<file path="config.mk">
export PLATFORM = sky130hd
export DESIGN_NAME = rtc_time_status_regs
export DESIGN_NICKNAME = d
export VERILOG_FILES = /design/src/rtc_time_pkg.sv /design/src/rtc_time_status_regs.sv
export SDC_FILE = /design/constraint.sdc
export NUM_CORES = 1
export LEC_CHECK = 0
export BUFFER_PORTS_ARGS = -buffer_cell sky130_fd_sc_hd__buf_2
export CAP_MARGIN = 5
export CORE_MARGIN = 2
export CORE_UTILIZATION = 65
export CTS_CLUSTER_SIZE = 12
export DETAILED_ROUTE_END_ITERATION = 6
export MAX_ROUTING_LAYER = met4
export PLACE_DENSITY = 0.89
export SLEW_MARGIN = 20
export SYNTH_ARGS = -nofsm -noshare
export SYNTH_HDL_FRONTEND = slang
export SYNTH_SLANG_ARGS = --single-unit
</file>
<file path="constraint.sdc">
create_clock -name clk_i -period 6.5 [get_ports clk_i]
set_input_delay 1.3 -clock clk_i [delete_from_list [all_inputs] [get_ports clk_i]]
set_output_delay 1.3 -clock clk_i [all_outputs]
set_load 0.02 [all_outputs]
</file>
<file path="src/rtc_time_pkg.sv">
// Constants, register map and state types for the time-keeping core
package rtc_time_pkg;

	// ------------------------------------------------------------------
	// Register addresses
	// ------------------------------------------------------------------
	localparam logic [3:0] ADDR_CLOCK_MODE    = 4'h0;
	localparam logic [3:0] ADDR_IRQ_CTRL_STAT = 4'h1;
	localparam logic [3:0] ADDR_SECONDS       = 4'h2;
	localparam logic [3:0] ADDR_MINUTES       = 4'h3;
	localparam logic [3:0] ADDR_HOURS         = 4'h4;
	localparam logic [3:0] ADDR_DAY_OF_MONTH  = 4'h5;
	localparam logic [3:0] ADDR_DAY_OF_WEEK   = 4'h6;
	localparam logic [3:0] ADDR_MONTHS        = 4'h7;
	localparam logic [3:0] ADDR_YEARS         = 4'h8;

	// ------------------------------------------------------------------
	// Field positions
	// ------------------------------------------------------------------
	localparam int BIT_HOUR_MODE     = 2;
	localparam int BIT_MINUTE_EN     = 7;
	localparam int BIT_SECOND_EN     = 6;
	localparam int BIT_TICK_FLAG     = 5;
	localparam int BIT_PULSE_SELECT  = 4;
	localparam int BIT_ALARM_FLAG    = 3;
	localparam int BIT_COUNTDOWN_FLG = 2;
	localparam int BIT_ALARM_EN      = 1;
	localparam int BIT_COUNTDOWN_EN  = 0;
	localparam int BIT_HALT_FLAG     = 7;
	localparam int BIT_PM            = 5;

	// ------------------------------------------------------------------
	// Reset and limit values
	// ------------------------------------------------------------------
	localparam logic [6:0] SEC_RESET   = 7'h00;
	localparam logic [6:0] MIN_RESET   = 7'h00;
	localparam logic [5:0] HOUR_RESET  = 6'h00;
	localparam logic [5:0] DAY_RESET   = 6'h01;
	localparam logic [2:0] WDAY_RESET  = 3'h0;
	localparam logic [4:0] MONTH_RESET = 5'h01;
	localparam logic [7:0] YEAR_RESET  = 8'h00;
	localparam logic [6:0] SEC_MAX     = 7'h59;
	localparam logic [2:0] WDAY_MAX    = 3'h6;

	// ------------------------------------------------------------------
	// Timing
	// ------------------------------------------------------------------
	localparam int CLK_PERIOD_NS  = 10;
	localparam int TICK_PERIOD_NS = 1_000_000_000;
	localparam int PULSE_TIME_NS  = 15_625_000;
	localparam int TICK_CYCLES    = TICK_PERIOD_NS / CLK_PERIOD_NS;
	localparam int PULSE_CYCLES   = PULSE_TIME_NS / CLK_PERIOD_NS;

	// ------------------------------------------------------------------
	// Types
	// ------------------------------------------------------------------
	typedef enum logic [1:0] {
		PIN_IDLE  = 2'b01,
		PIN_PULSE = 2'b10
	} pin_state_e;

	typedef struct packed {
		logic       active;
		logic       wr;
		logic       rd;
		logic [3:0] addr;
		logic [7:0] wdata;
	} reg_req_s;

	typedef struct packed {
		logic       hour_12;
		logic       minute_en;
		logic       second_en;
		logic       tick_flag;
		logic       pulse_sel;
		logic       alarm_flag;
		logic       countdown_flag;
		logic       alarm_en;
		logic       countdown_en;
		logic       halt_flag;
		logic [6:0] sec;
		logic [6:0] min;
		logic [5:0] hour;
		logic [5:0] day;
		logic [2:0] wday;
		logic [4:0] month;
		logic [7:0] year;
		logic [26:0] div_cnt;
		logic       pending;
		pin_state_e pin_state;
		logic [20:0] pulse_cnt;
		logic       irq_oe_n;
		logic [7:0] rdata;
	} rtc_state_s;

endpackage : rtc_time_pkg

</file>
<file path="src/rtc_time_status_regs.sv">
// Time-keeping counters, status flags and interrupt pin control
`timescale 1ns/1ps
`default_nettype none

// Summary of operation
// Control bit 7 enables the once-per-minute interrupt source; default off.
// Control bit 6 enables the once-per-second interrupt source; default off.
// Bit 5 sets on minute/second interrupt; holds the pin until cleared while bit 4 is 0.
// Bit 4 picks pin mode: 0 follows flags, 1 pulses per event.
// Bit 3 sets on alarm match and stays until the host clears it.
// Bit 2 sets on countdown event while bit 0 is set; with bit 4 at 0, host clears it to release the pin.
// Bit 1 gates the alarm flag onto the interrupt pin.
// Bit 0 gates countdown events onto the interrupt pin.
// Seconds at 02h in BCD, tens 0-5 in bits 6:4, units 0-9.
// Seconds bit 7 flags an oscillator stop or interruption.
// Halt flag sticks until cleared; clear fails while oscillator is stopped.
// Halt flag is always set after power-on.
// Minutes at 03h in BCD, tens 0-5 in bits 6:4, bit 7 unused.
// Twelve-hour hours at 04h: bit 5 PM, bit 4 tens, bits 3:0 units.
// Twenty-four-hour hours: tens 0-2 in bits 5:4, units in bits 3:0.
// Hour mode bit in the first control register sets layout and range.
// Day of month at 05h in BCD, tens 0-3 in bits 5:4.
// February gets day 29 when the year is divisible by four, 00 included.
// Weekday at 06h holds 0 to 6 in bits 2:0.
// Host gives weekday codes their meaning; device only cycles them.
// Hour mode bit: 0 selects 24-hour (default), 1 selects 12-hour.
// Month holds 1 to 12 in BCD, tens in bit 4.
// Year holds 00 to 99 in BCD, tens in bits 7:4.
// Counters freeze during host access; one pending tick is kept.
// Each 1 Hz tick increments seconds and carries up to the year.
// Twelve-hour count runs 12 to 11, toggling PM from 11 to 12.
module rtc_time_status_regs #(
	parameter int TICK_DIV   = rtc_time_pkg::TICK_CYCLES,
	parameter int PULSE_LEN  = rtc_time_pkg::PULSE_CYCLES
) (
	input  wire logic                  clk_i,
	input  wire logic                  reset_i,
	input  wire rtc_time_pkg::reg_req_s reg_req_i,
	input  wire logic                  osc_stopped_i,
	input  wire logic                  alarm_match_i,
	input  wire logic                  countdown_event_i,
	output logic [7:0]                 rdata_o,
	output logic                       irq_pin_oe_n_o
);
	import rtc_time_pkg::*;

	// ------------------------------------------------------------------
	// Arithmetic helpers
	// ------------------------------------------------------------------
	function automatic logic [7:0] bcd_inc(input logic [7:0] v);
		if (v[3:0] == 4'h9) begin
			bcd_inc = {v[7:4] + 4'h1, 4'h0};
		end else begin
			bcd_inc = {v[7:4], v[3:0] + 4'h1};
		end
	endfunction : bcd_inc

	function automatic logic is_leap(input logic [7:0] y);
		if (y[4]) begin
			is_leap = (y[3:0] == 4'h2) || (y[3:0] == 4'h6);
		end else begin
			is_leap = (y[3:0] == 4'h0) || (y[3:0] == 4'h4) || (y[3:0] == 4'h8);
		end
	endfunction : is_leap

	function automatic logic [5:0] month_days(input logic [4:0] m, input logic [7:0] y);
		if (m == 5'h02) begin
			month_days = is_leap(y) ? 6'h29 : 6'h28;
		end else if (m == 5'h04 || m == 5'h06 || m == 5'h09 || m == 5'h11) begin
			month_days = 6'h30;
		end else begin
			month_days = 6'h31;
		end
	endfunction : month_days

	function automatic logic [5:0] hour_next(input logic [5:0] h, input logic h12);
		logic [7:0] inc;
		inc = bcd_inc({2'h0, h});
		if (!h12) begin
			hour_next = (h == 6'h23) ? 6'h00 : inc[5:0];
		end else if (h[4:0] == 5'h11) begin
			hour_next = {~h[BIT_PM], 5'h12};
		end else if (h[4:0] == 5'h12) begin
			hour_next = {h[BIT_PM], 5'h01};
		end else begin
			hour_next = {h[BIT_PM], inc[4:0]};
		end
	endfunction : hour_next

	// ------------------------------------------------------------------
	// State and combinational helpers
	// ------------------------------------------------------------------
	rtc_state_s st_q;
	rtc_state_s st_d;
	logic       tick;
	logic       advance;
	logic       sec_wrap;
	logic       min_wrap;
	logic       hour_wrap;
	logic       day_wrap;
	logic       sec_event;
	logic       min_event;
	logic       wr_ctl2;
	logic       pulse_trig;
	logic       level_irq;

	assign tick      = !osc_stopped_i && (st_q.div_cnt == 27'(TICK_DIV - 1));
	assign advance   = !reg_req_i.active && (tick || st_q.pending);
	assign sec_wrap  = (st_q.sec == SEC_MAX);
	assign min_wrap  = sec_wrap && (st_q.min == SEC_MAX);
	assign hour_wrap = st_q.hour_12 ? (st_q.hour == 6'h31) : (st_q.hour == 6'h23);
	assign day_wrap  = min_wrap && hour_wrap;
	assign sec_event = advance && st_q.second_en;
	assign min_event = advance && sec_wrap && st_q.minute_en;
	assign wr_ctl2   = reg_req_i.active && reg_req_i.wr && (reg_req_i.addr == ADDR_IRQ_CTRL_STAT);
	assign pulse_trig = st_q.pulse_sel &&
		(sec_event || min_event || (countdown_event_i && st_q.countdown_en));

	always_comb begin
		st_d = st_q;
		level_irq = 1'b0;

		// --------------------------------------------------------------
		// Prescaler and pending tick
		// --------------------------------------------------------------
		if (osc_stopped_i || tick) begin
			st_d.div_cnt = 27'h000_0000;
		end else begin
			st_d.div_cnt = st_q.div_cnt + 27'h000_0001;
		end
		if (reg_req_i.active && tick) begin
			st_d.pending = 1'b1;
		end else if (advance) begin
			st_d.pending = 1'b0;
		end

		// --------------------------------------------------------------
		// Time counters
		// --------------------------------------------------------------
		if (advance) begin
			st_d.sec = sec_wrap ? 7'h00 : 7'(bcd_inc({1'b0, st_q.sec}));
			if (sec_wrap) begin
				st_d.min = (st_q.min == SEC_MAX) ? 7'h00 : 7'(bcd_inc({1'b0, st_q.min}));
			end
			if (min_wrap) begin
				st_d.hour = hour_next(st_q.hour, st_q.hour_12);
			end
			if (day_wrap) begin
				st_d.wday = (st_q.wday == WDAY_MAX) ? 3'h0 : st_q.wday + 3'h1;
				if (st_q.day == month_days(st_q.month, st_q.year)) begin
					st_d.day = 6'h01;
					if (st_q.month == 5'h12) begin
						st_d.month = 5'h01;
						st_d.year = (st_q.year == 8'h99) ? 8'h00 : bcd_inc(st_q.year);
					end else begin
						st_d.month = 5'(bcd_inc({3'h0, st_q.month}));
					end
				end else begin
					st_d.day = 6'(bcd_inc({2'h0, st_q.day}));
				end
			end
		end

		// --------------------------------------------------------------
		// Register writes
		// --------------------------------------------------------------
		if (reg_req_i.active && reg_req_i.wr) begin
			if (reg_req_i.addr == ADDR_CLOCK_MODE) begin
				st_d.hour_12 = reg_req_i.wdata[BIT_HOUR_MODE];
			end else if (reg_req_i.addr == ADDR_IRQ_CTRL_STAT) begin
				st_d.minute_en    = reg_req_i.wdata[BIT_MINUTE_EN];
				st_d.second_en    = reg_req_i.wdata[BIT_SECOND_EN];
				st_d.pulse_sel    = reg_req_i.wdata[BIT_PULSE_SELECT];
				st_d.alarm_en     = reg_req_i.wdata[BIT_ALARM_EN];
				st_d.countdown_en = reg_req_i.wdata[BIT_COUNTDOWN_EN];
			end else if (reg_req_i.addr == ADDR_SECONDS) begin
				st_d.sec = reg_req_i.wdata[6:0];
				st_d.halt_flag = reg_req_i.wdata[BIT_HALT_FLAG];
			end else if (reg_req_i.addr == ADDR_MINUTES) begin
				st_d.min = reg_req_i.wdata[6:0];
			end else if (reg_req_i.addr == ADDR_HOURS) begin
				st_d.hour = reg_req_i.wdata[5:0];
			end else if (reg_req_i.addr == ADDR_DAY_OF_MONTH) begin
				st_d.day = reg_req_i.wdata[5:0];
			end else if (reg_req_i.addr == ADDR_DAY_OF_WEEK) begin
				st_d.wday = reg_req_i.wdata[2:0];
			end else if (reg_req_i.addr == ADDR_MONTHS) begin
				st_d.month = reg_req_i.wdata[4:0];
			end else if (reg_req_i.addr == ADDR_YEARS) begin
				st_d.year = reg_req_i.wdata;
			end
		end

		// --------------------------------------------------------------
		// Status flags: a set always beats a clear
		// --------------------------------------------------------------
		st_d.tick_flag = (st_q.tick_flag && !(wr_ctl2 && !reg_req_i.wdata[BIT_TICK_FLAG]))
			|| sec_event || min_event;
		st_d.alarm_flag = (st_q.alarm_flag && !(wr_ctl2 && !reg_req_i.wdata[BIT_ALARM_FLAG]))
			|| alarm_match_i;
		st_d.countdown_flag = (st_q.countdown_flag &&
			!(wr_ctl2 && !reg_req_i.wdata[BIT_COUNTDOWN_FLG]))
			|| (countdown_event_i && st_q.countdown_en);
		if (osc_stopped_i) begin
			st_d.halt_flag = 1'b1;
		end

		// --------------------------------------------------------------
		// Interrupt pin
		// --------------------------------------------------------------
		case (st_q.pin_state)
			PIN_IDLE: begin
				if (pulse_trig) begin
					st_d.pin_state = PIN_PULSE;
					st_d.pulse_cnt = 21'h00_0000;
				end
			end
			PIN_PULSE: begin
				if (pulse_trig) begin
					st_d.pulse_cnt = 21'h00_0000;
				end else if (st_q.pulse_cnt == 21'(PULSE_LEN - 1)) begin
					st_d.pin_state = PIN_IDLE;
				end else begin
					st_d.pulse_cnt = st_q.pulse_cnt + 21'h00_0001;
				end
			end
			default: begin
				st_d.pin_state = PIN_IDLE;
			end
		endcase
		if (!st_q.pulse_sel) begin
			level_irq = st_q.tick_flag || (st_q.countdown_flag && st_q.countdown_en);
		end
		level_irq = level_irq || (st_q.alarm_flag && st_q.alarm_en);
		st_d.irq_oe_n = !(level_irq || (st_d.pin_state == PIN_PULSE));

		// --------------------------------------------------------------
		// Read data
		// --------------------------------------------------------------
		if (reg_req_i.active && reg_req_i.rd) begin
			if (reg_req_i.addr == ADDR_CLOCK_MODE) begin
				st_d.rdata = {5'h00, st_q.hour_12, 2'h0};
			end else if (reg_req_i.addr == ADDR_IRQ_CTRL_STAT) begin
				st_d.rdata = {st_q.minute_en, st_q.second_en, st_q.tick_flag, st_q.pulse_sel,
					st_q.alarm_flag, st_q.countdown_flag, st_q.alarm_en, st_q.countdown_en};
			end else if (reg_req_i.addr == ADDR_SECONDS) begin
				st_d.rdata = {st_q.halt_flag, st_q.sec};
			end else if (reg_req_i.addr == ADDR_MINUTES) begin
				st_d.rdata = {1'b0, st_q.min};
			end else if (reg_req_i.addr == ADDR_HOURS) begin
				st_d.rdata = {2'h0, st_q.hour};
			end else if (reg_req_i.addr == ADDR_DAY_OF_MONTH) begin
				st_d.rdata = {2'h0, st_q.day};
			end else if (reg_req_i.addr == ADDR_DAY_OF_WEEK) begin
				st_d.rdata = {5'h00, st_q.wday};
			end else if (reg_req_i.addr == ADDR_MONTHS) begin
				st_d.rdata = {3'h0, st_q.month};
			end else if (reg_req_i.addr == ADDR_YEARS) begin
				st_d.rdata = st_q.year;
			end else begin
				st_d.rdata = 8'h00;
			end
		end
	end

	always_ff @(posedge clk_i or posedge reset_i) begin
		if (reset_i) begin
			st_q <= '{hour_12: 1'b0, minute_en: 1'b0, second_en: 1'b0, tick_flag: 1'b0,
				pulse_sel: 1'b0, alarm_flag: 1'b0, countdown_flag: 1'b0, alarm_en: 1'b0,
				countdown_en: 1'b0, halt_flag: 1'b1, sec: SEC_RESET, min: MIN_RESET,
				hour: HOUR_RESET, day: DAY_RESET, wday: WDAY_RESET, month: MONTH_RESET,
				year: YEAR_RESET, div_cnt: 27'h000_0000, pending: 1'b0,
				pin_state: PIN_IDLE, pulse_cnt: 21'h00_0000, irq_oe_n: 1'b1,
				rdata: 8'h00};
		end else begin
			st_q <= st_d;
		end
	end

	assign rdata_o        = st_q.rdata;
	assign irq_pin_oe_n_o = st_q.irq_oe_n;
endmodule : rtc_time_status_regs

`default_nettype wire

</file>
# == Word level (Yosys, flattened, before mapping) ==
# Cells that the tools add are included.
# op_classes
bitwise_logic,2
addsub,15
reduce_logical,57
eq_ne,42
n_mux,69
# op_table
operator,count
43-bit two-way mux,3
8-bit two-way mux,15
6-bit two-way mux,11
22-bit two-way mux,2
21-bit two-way mux,2
42-bit two-way mux,1
7-bit two-way mux,6
21-bit case mux with 2 select lines,1
35-bit two-way mux,1
"4-bit equality test, second input constant",8
"4-bit by 1-bit adder with 4-bit output, second input constant",7
28-bit two-way mux,1
"27-bit by 1-bit adder with 27-bit output, second input constant",1
"27-bit equality test, second input constant",1
27-bit two-way mux,1
13-bit two-way mux,2
5-bit two-way mux,5
"4-bit by 3-bit equality test with 1-bit output, second input constant",6
23-bit two-way mux,1
"21-bit by 1-bit adder with 21-bit output, second input constant",1
"21-bit equality test, second input constant",1
1-bit logical AND,21
"5-bit equality test, second input constant",4
1-bit logical OR,17
other kinds (29),66
# totals
output_inout_bits,9
inputBits,20
reg_bits,112
elab_cells,208

# == Logic depth before layout (Yosys ltp) ==
# depth
word_depth,26
depth_mapped,10
mapped_depth_nobuf,9

# == Worst setup path before layout ==
# No wires, ideal clock.
# synth_timing
path_kind,input-to-reg
startpoint,input reg_req_i[14] (netlist name)
endpoint,register st_q[60] (netlist name)
cell_stages,7
setup_time_ns,0.082
t_arrival_ns,3.352
t_required_ns,6.418
path_slack_ns,3.067
path_buffers,1
cell_sequence,clkbuf_1 > or3_1 > o32a_1 > a311o_2 > or2_4 > or3_1 > a31oi_1
# synth_lines
element,line,text
start: declaration,rtc_time_status_regs.sv:38,"input wire rtc_time_pkg::reg_req_s reg_req_i,"
end signal: assignment,rtc_time_status_regs.sv:268,"st_q <= '{hour_12: 1'b0, minute_en: 1'b0, second_en: 1'b0, tick_flag: 1'b0,"
end signal: assignment,rtc_time_status_regs.sv:276,st_q <= st_d;
end: declaration,rtc_time_status_regs.sv:93,rtc_state_s st_q;

==> impl_results.md <==
* Nets at 854
* Final setup viols at 0
* Worst slew margin at 43.6%
* Final WL at 17400 um
* Crit path kind: in -> reg
* Fmax achieved at 311 MHz
* Number of H-tree levels at 3
* Fin util at 70.2%
* Synth Instances at 819
* Synth cell count leaders: 114 x nor2_1, 107 x dfrtp_1, 84 x nand2_1, 52 x o21ai_0, 50 x a21oi_1
* Critical hold path startpoint: rdata_o[4]
* Grt met2 use at 51.6%
* Synth Net Count at 858
* Clock buffer count from CTS at 9
* Int Pwr at 0.00113 W
* HPWL after DPL at 12300 um
* WL per Instance at 18.2 um
* Count leader, synth: nor2_1
* CP peak stage delay at 480 ps
* # DRC at 0
* Clk pwr share at 22.6%
* RSZ-0062 raised after global routing: false
* Family with the most delay on the worst path: compound AO/OA/AOI/OAI gates
* Number of diodes at 0
* CP Capture Type: register
* Hold_buf cts at 0
* Synth Cell Area at 0.00696 mm2
* Post-synth EDFFs at 0
* Met1 Usage GRT at 42.3%
* Setup bufs post-CTS at 0
* Switching share of power at 35.8%
* Pre-antenna DRT Iters at 6
* Mean Syn Cell Area at 8.50 um2
* Leakage at 2.97 nW
* Global-route wire length before repair at 29000 um
* Area share of the largest cell type after synthesis at 38.5%
* Synth warn at 0
* Clock Tree Root: clkbuf_8
* Power per cell area at 242 mW/mm2
* R2R Path End: st_q[60]
* Starting Density at 67.1%
* Max-Cap Viols at 0
* Worst flop-to-flop path startpoint: st_q[96]
* Hold Path Stages at 2
* Critical path arrival at 3540 ps
* Critical-path cell list: buf_2, or3_1, o32a_1, a311o_2, or2_4, or3_1, a31oi_1
* Critical path required time at 6820 ps
* Via count at 6142
* CP max-delay cell: a311o_2
* Reg2reg setup slack at 3440 ps
* Grt met3 use at 8.17%
* Psw at 0.000629 W
* Synth top area cells: dfrtp_1 38%, nor2_1 6.1%, nand2_1 4.5%
* Status: completed
* Starting DRC count in detailed routing at 519
* Initial antenna violation count at 0
* Boundary pin count at 29
* GRT busiest layer: met2
* CTS tree: yes
* Final Skew at 18.2 ps
* Port Buffer Count at 28
* Clock latency at the later pin of the worst-skew pair at 410 ps
* Post-synth ARST share at 100%
* Vias in the first global route at 5932
* # rows at 37
* Most common cell on crit path: or3_1
* Fin. Hold Viols at 0
* Sink Count at 112
* Comb pwr share at 23.3%
* Worst slew pin tran at 841 ps
* Register share of total power at 54.1%
* Buf/Inv on CP at 1
* All-layer global routing usage at 33.0%
* Worst-path fanout max at 9
* Largest area contributor in the netlist: dfrtp_1
* CP startpoint kind: input port
* Synth unique cells at 75
* CTS clk-pin slew, worst paths at 110 ps
* Clk buf depth at 2
* RePlAce Congestion at 0.949
* Hold WC Path Type: reg -> reg
* Register area share after synthesis at 40.4%
* Post_cts resized at 0
* R2R depth at 9
* Chip Width at 107 um
* Layout area overhead at 4.62%
* Total die area at 0.0115 mm2
* Slew Viols, Final at 0
* Core area at 0.0104 mm2
* Largest net degree at the start of global routing at 80
* Vias per inst at 6.42
* Die Ht at 107 um
* Hold EP: rdata_o[4]
* Congestion Overflow GR at 0
* Final Cycle Share at 49.5%
* Main synth FF type: dfrtp_1
* Routed Antenna Nets at 0
* Share of cells above drive strength 1 at 9.39%
* Final setup TNS at 0 ps
* Final period demand of the worst path at 3220 ps
* Yosys reg bits at 112
* VDD IR max at 0.000203 V
power by group through the flow:
stage,clock [W],combinational (W),sequential (W)
after CTS,0.000406,0.000404,0.000945
after global routing,0.000434,0.000457,0.000967
after global placement,0,0.000375,0.000950
after detailed placement,0,0.000401,0.000959
final,0.000398,0.000409,0.000951
after floorplan,0,0.000334,0.000905
layout by cell type, fill, tap and decap left out, types with 8 or more instances in the layout:
master    synthesis  layout
a21oi_1          50      50
dfrtp_1         107     107
clkbuf_8          0      10
nand2b_1          8       8
and3_1            9       9
nor2_1          114     113
nand3_1          25      25
nor2b_1          11      11
ha_1             19      19
mux2i_1          13      13
o21ai_0          52      51
xnor2_1          29      29
nor4_1            9       9
nand2_1          84      84
a31oi_1          15      15
inv_1            31      30
nor3_1           28      28
buf_2             2      28
or3_1            11      11
nand4_1          14      14
xor2_1           15      15
worst register-to-register path, delay by kind of cell (launching register included):
kind	cells	cell delay (ps)
and+or+nand+nor	5	1570
AOI/OAI and AO/OA	2	650
DFF	1	430
adders and majority gates	1	220
buffers and inverters	1	110
flip-flops by register name (all words and copies together) (netlist names):
register        flops
st_q              103
rdata_o             8
irq_pin_oe_n_o      1
kinds of logic after synthesis:
kind of cell | after synthesis | synth area share (%)
AOI/OAI and AO/OA | 184 | 16.7
muxes | 15 | 2.19
xor gates and xnor gates | 44 | 5.54
buffers and inverters | 77 | 4.62
DFF | 112 | 40.4
and+or+nand+nor | 368 | 27.2
adders and majority gates | 19 | 3.42
through the flow:
step	area, um2	instances	setup slack (ps)	power [W]	hold slack (ps)
final	7280	956	3280	0.00176	492
after detailed placement	7090	940	2910	0.00136	469
after global placement	7090	940	2950	0.00133	457
after floorplan	6960	819	2250	0.00124	420
after CTS	7270	956	3320	0.00176	493
after global routing	7280	956	3190	0.00186	533
routing by layer:
metal / share of wire, % / wire length (um) / vias to the layer above
met3: 6.8 / 1190 / 43
met4: 2.7 / 474 / 0
met1: 42 / 7380 / 2963
met2: 48 / 8400 / 236
li1: - / - / 2900
met5: 0 / 0 / -
area by class of cell:
type                    instances  area [um2]
inverters                      31         119
flip-flops and latches        112        2810
repair buffers                 31         166
fillers                       787        3090
well taps                     136         170
clock inverters                 5        38.8
multi-input cells             630        3830
clock buffers                  11         141
worst max-delay path by stage:
stage                        startpoint          to  slack (ps)  cells after the start
final                     reg_req_i[14]    st_q[60]        3280                      7
after global placement    reg_req_i[14]    st_q[60]        2950                      7
after global routing      reg_req_i[14]    st_q[61]        3190                      7
after CTS                 reg_req_i[14]    st_q[29]        3320                      7
after detailed placement  reg_req_i[14]    st_q[60]        2910                      7
after floorplan                 reset_i  rdata_o[0]        2250                      1
Power figures use the tool's default switching activity.
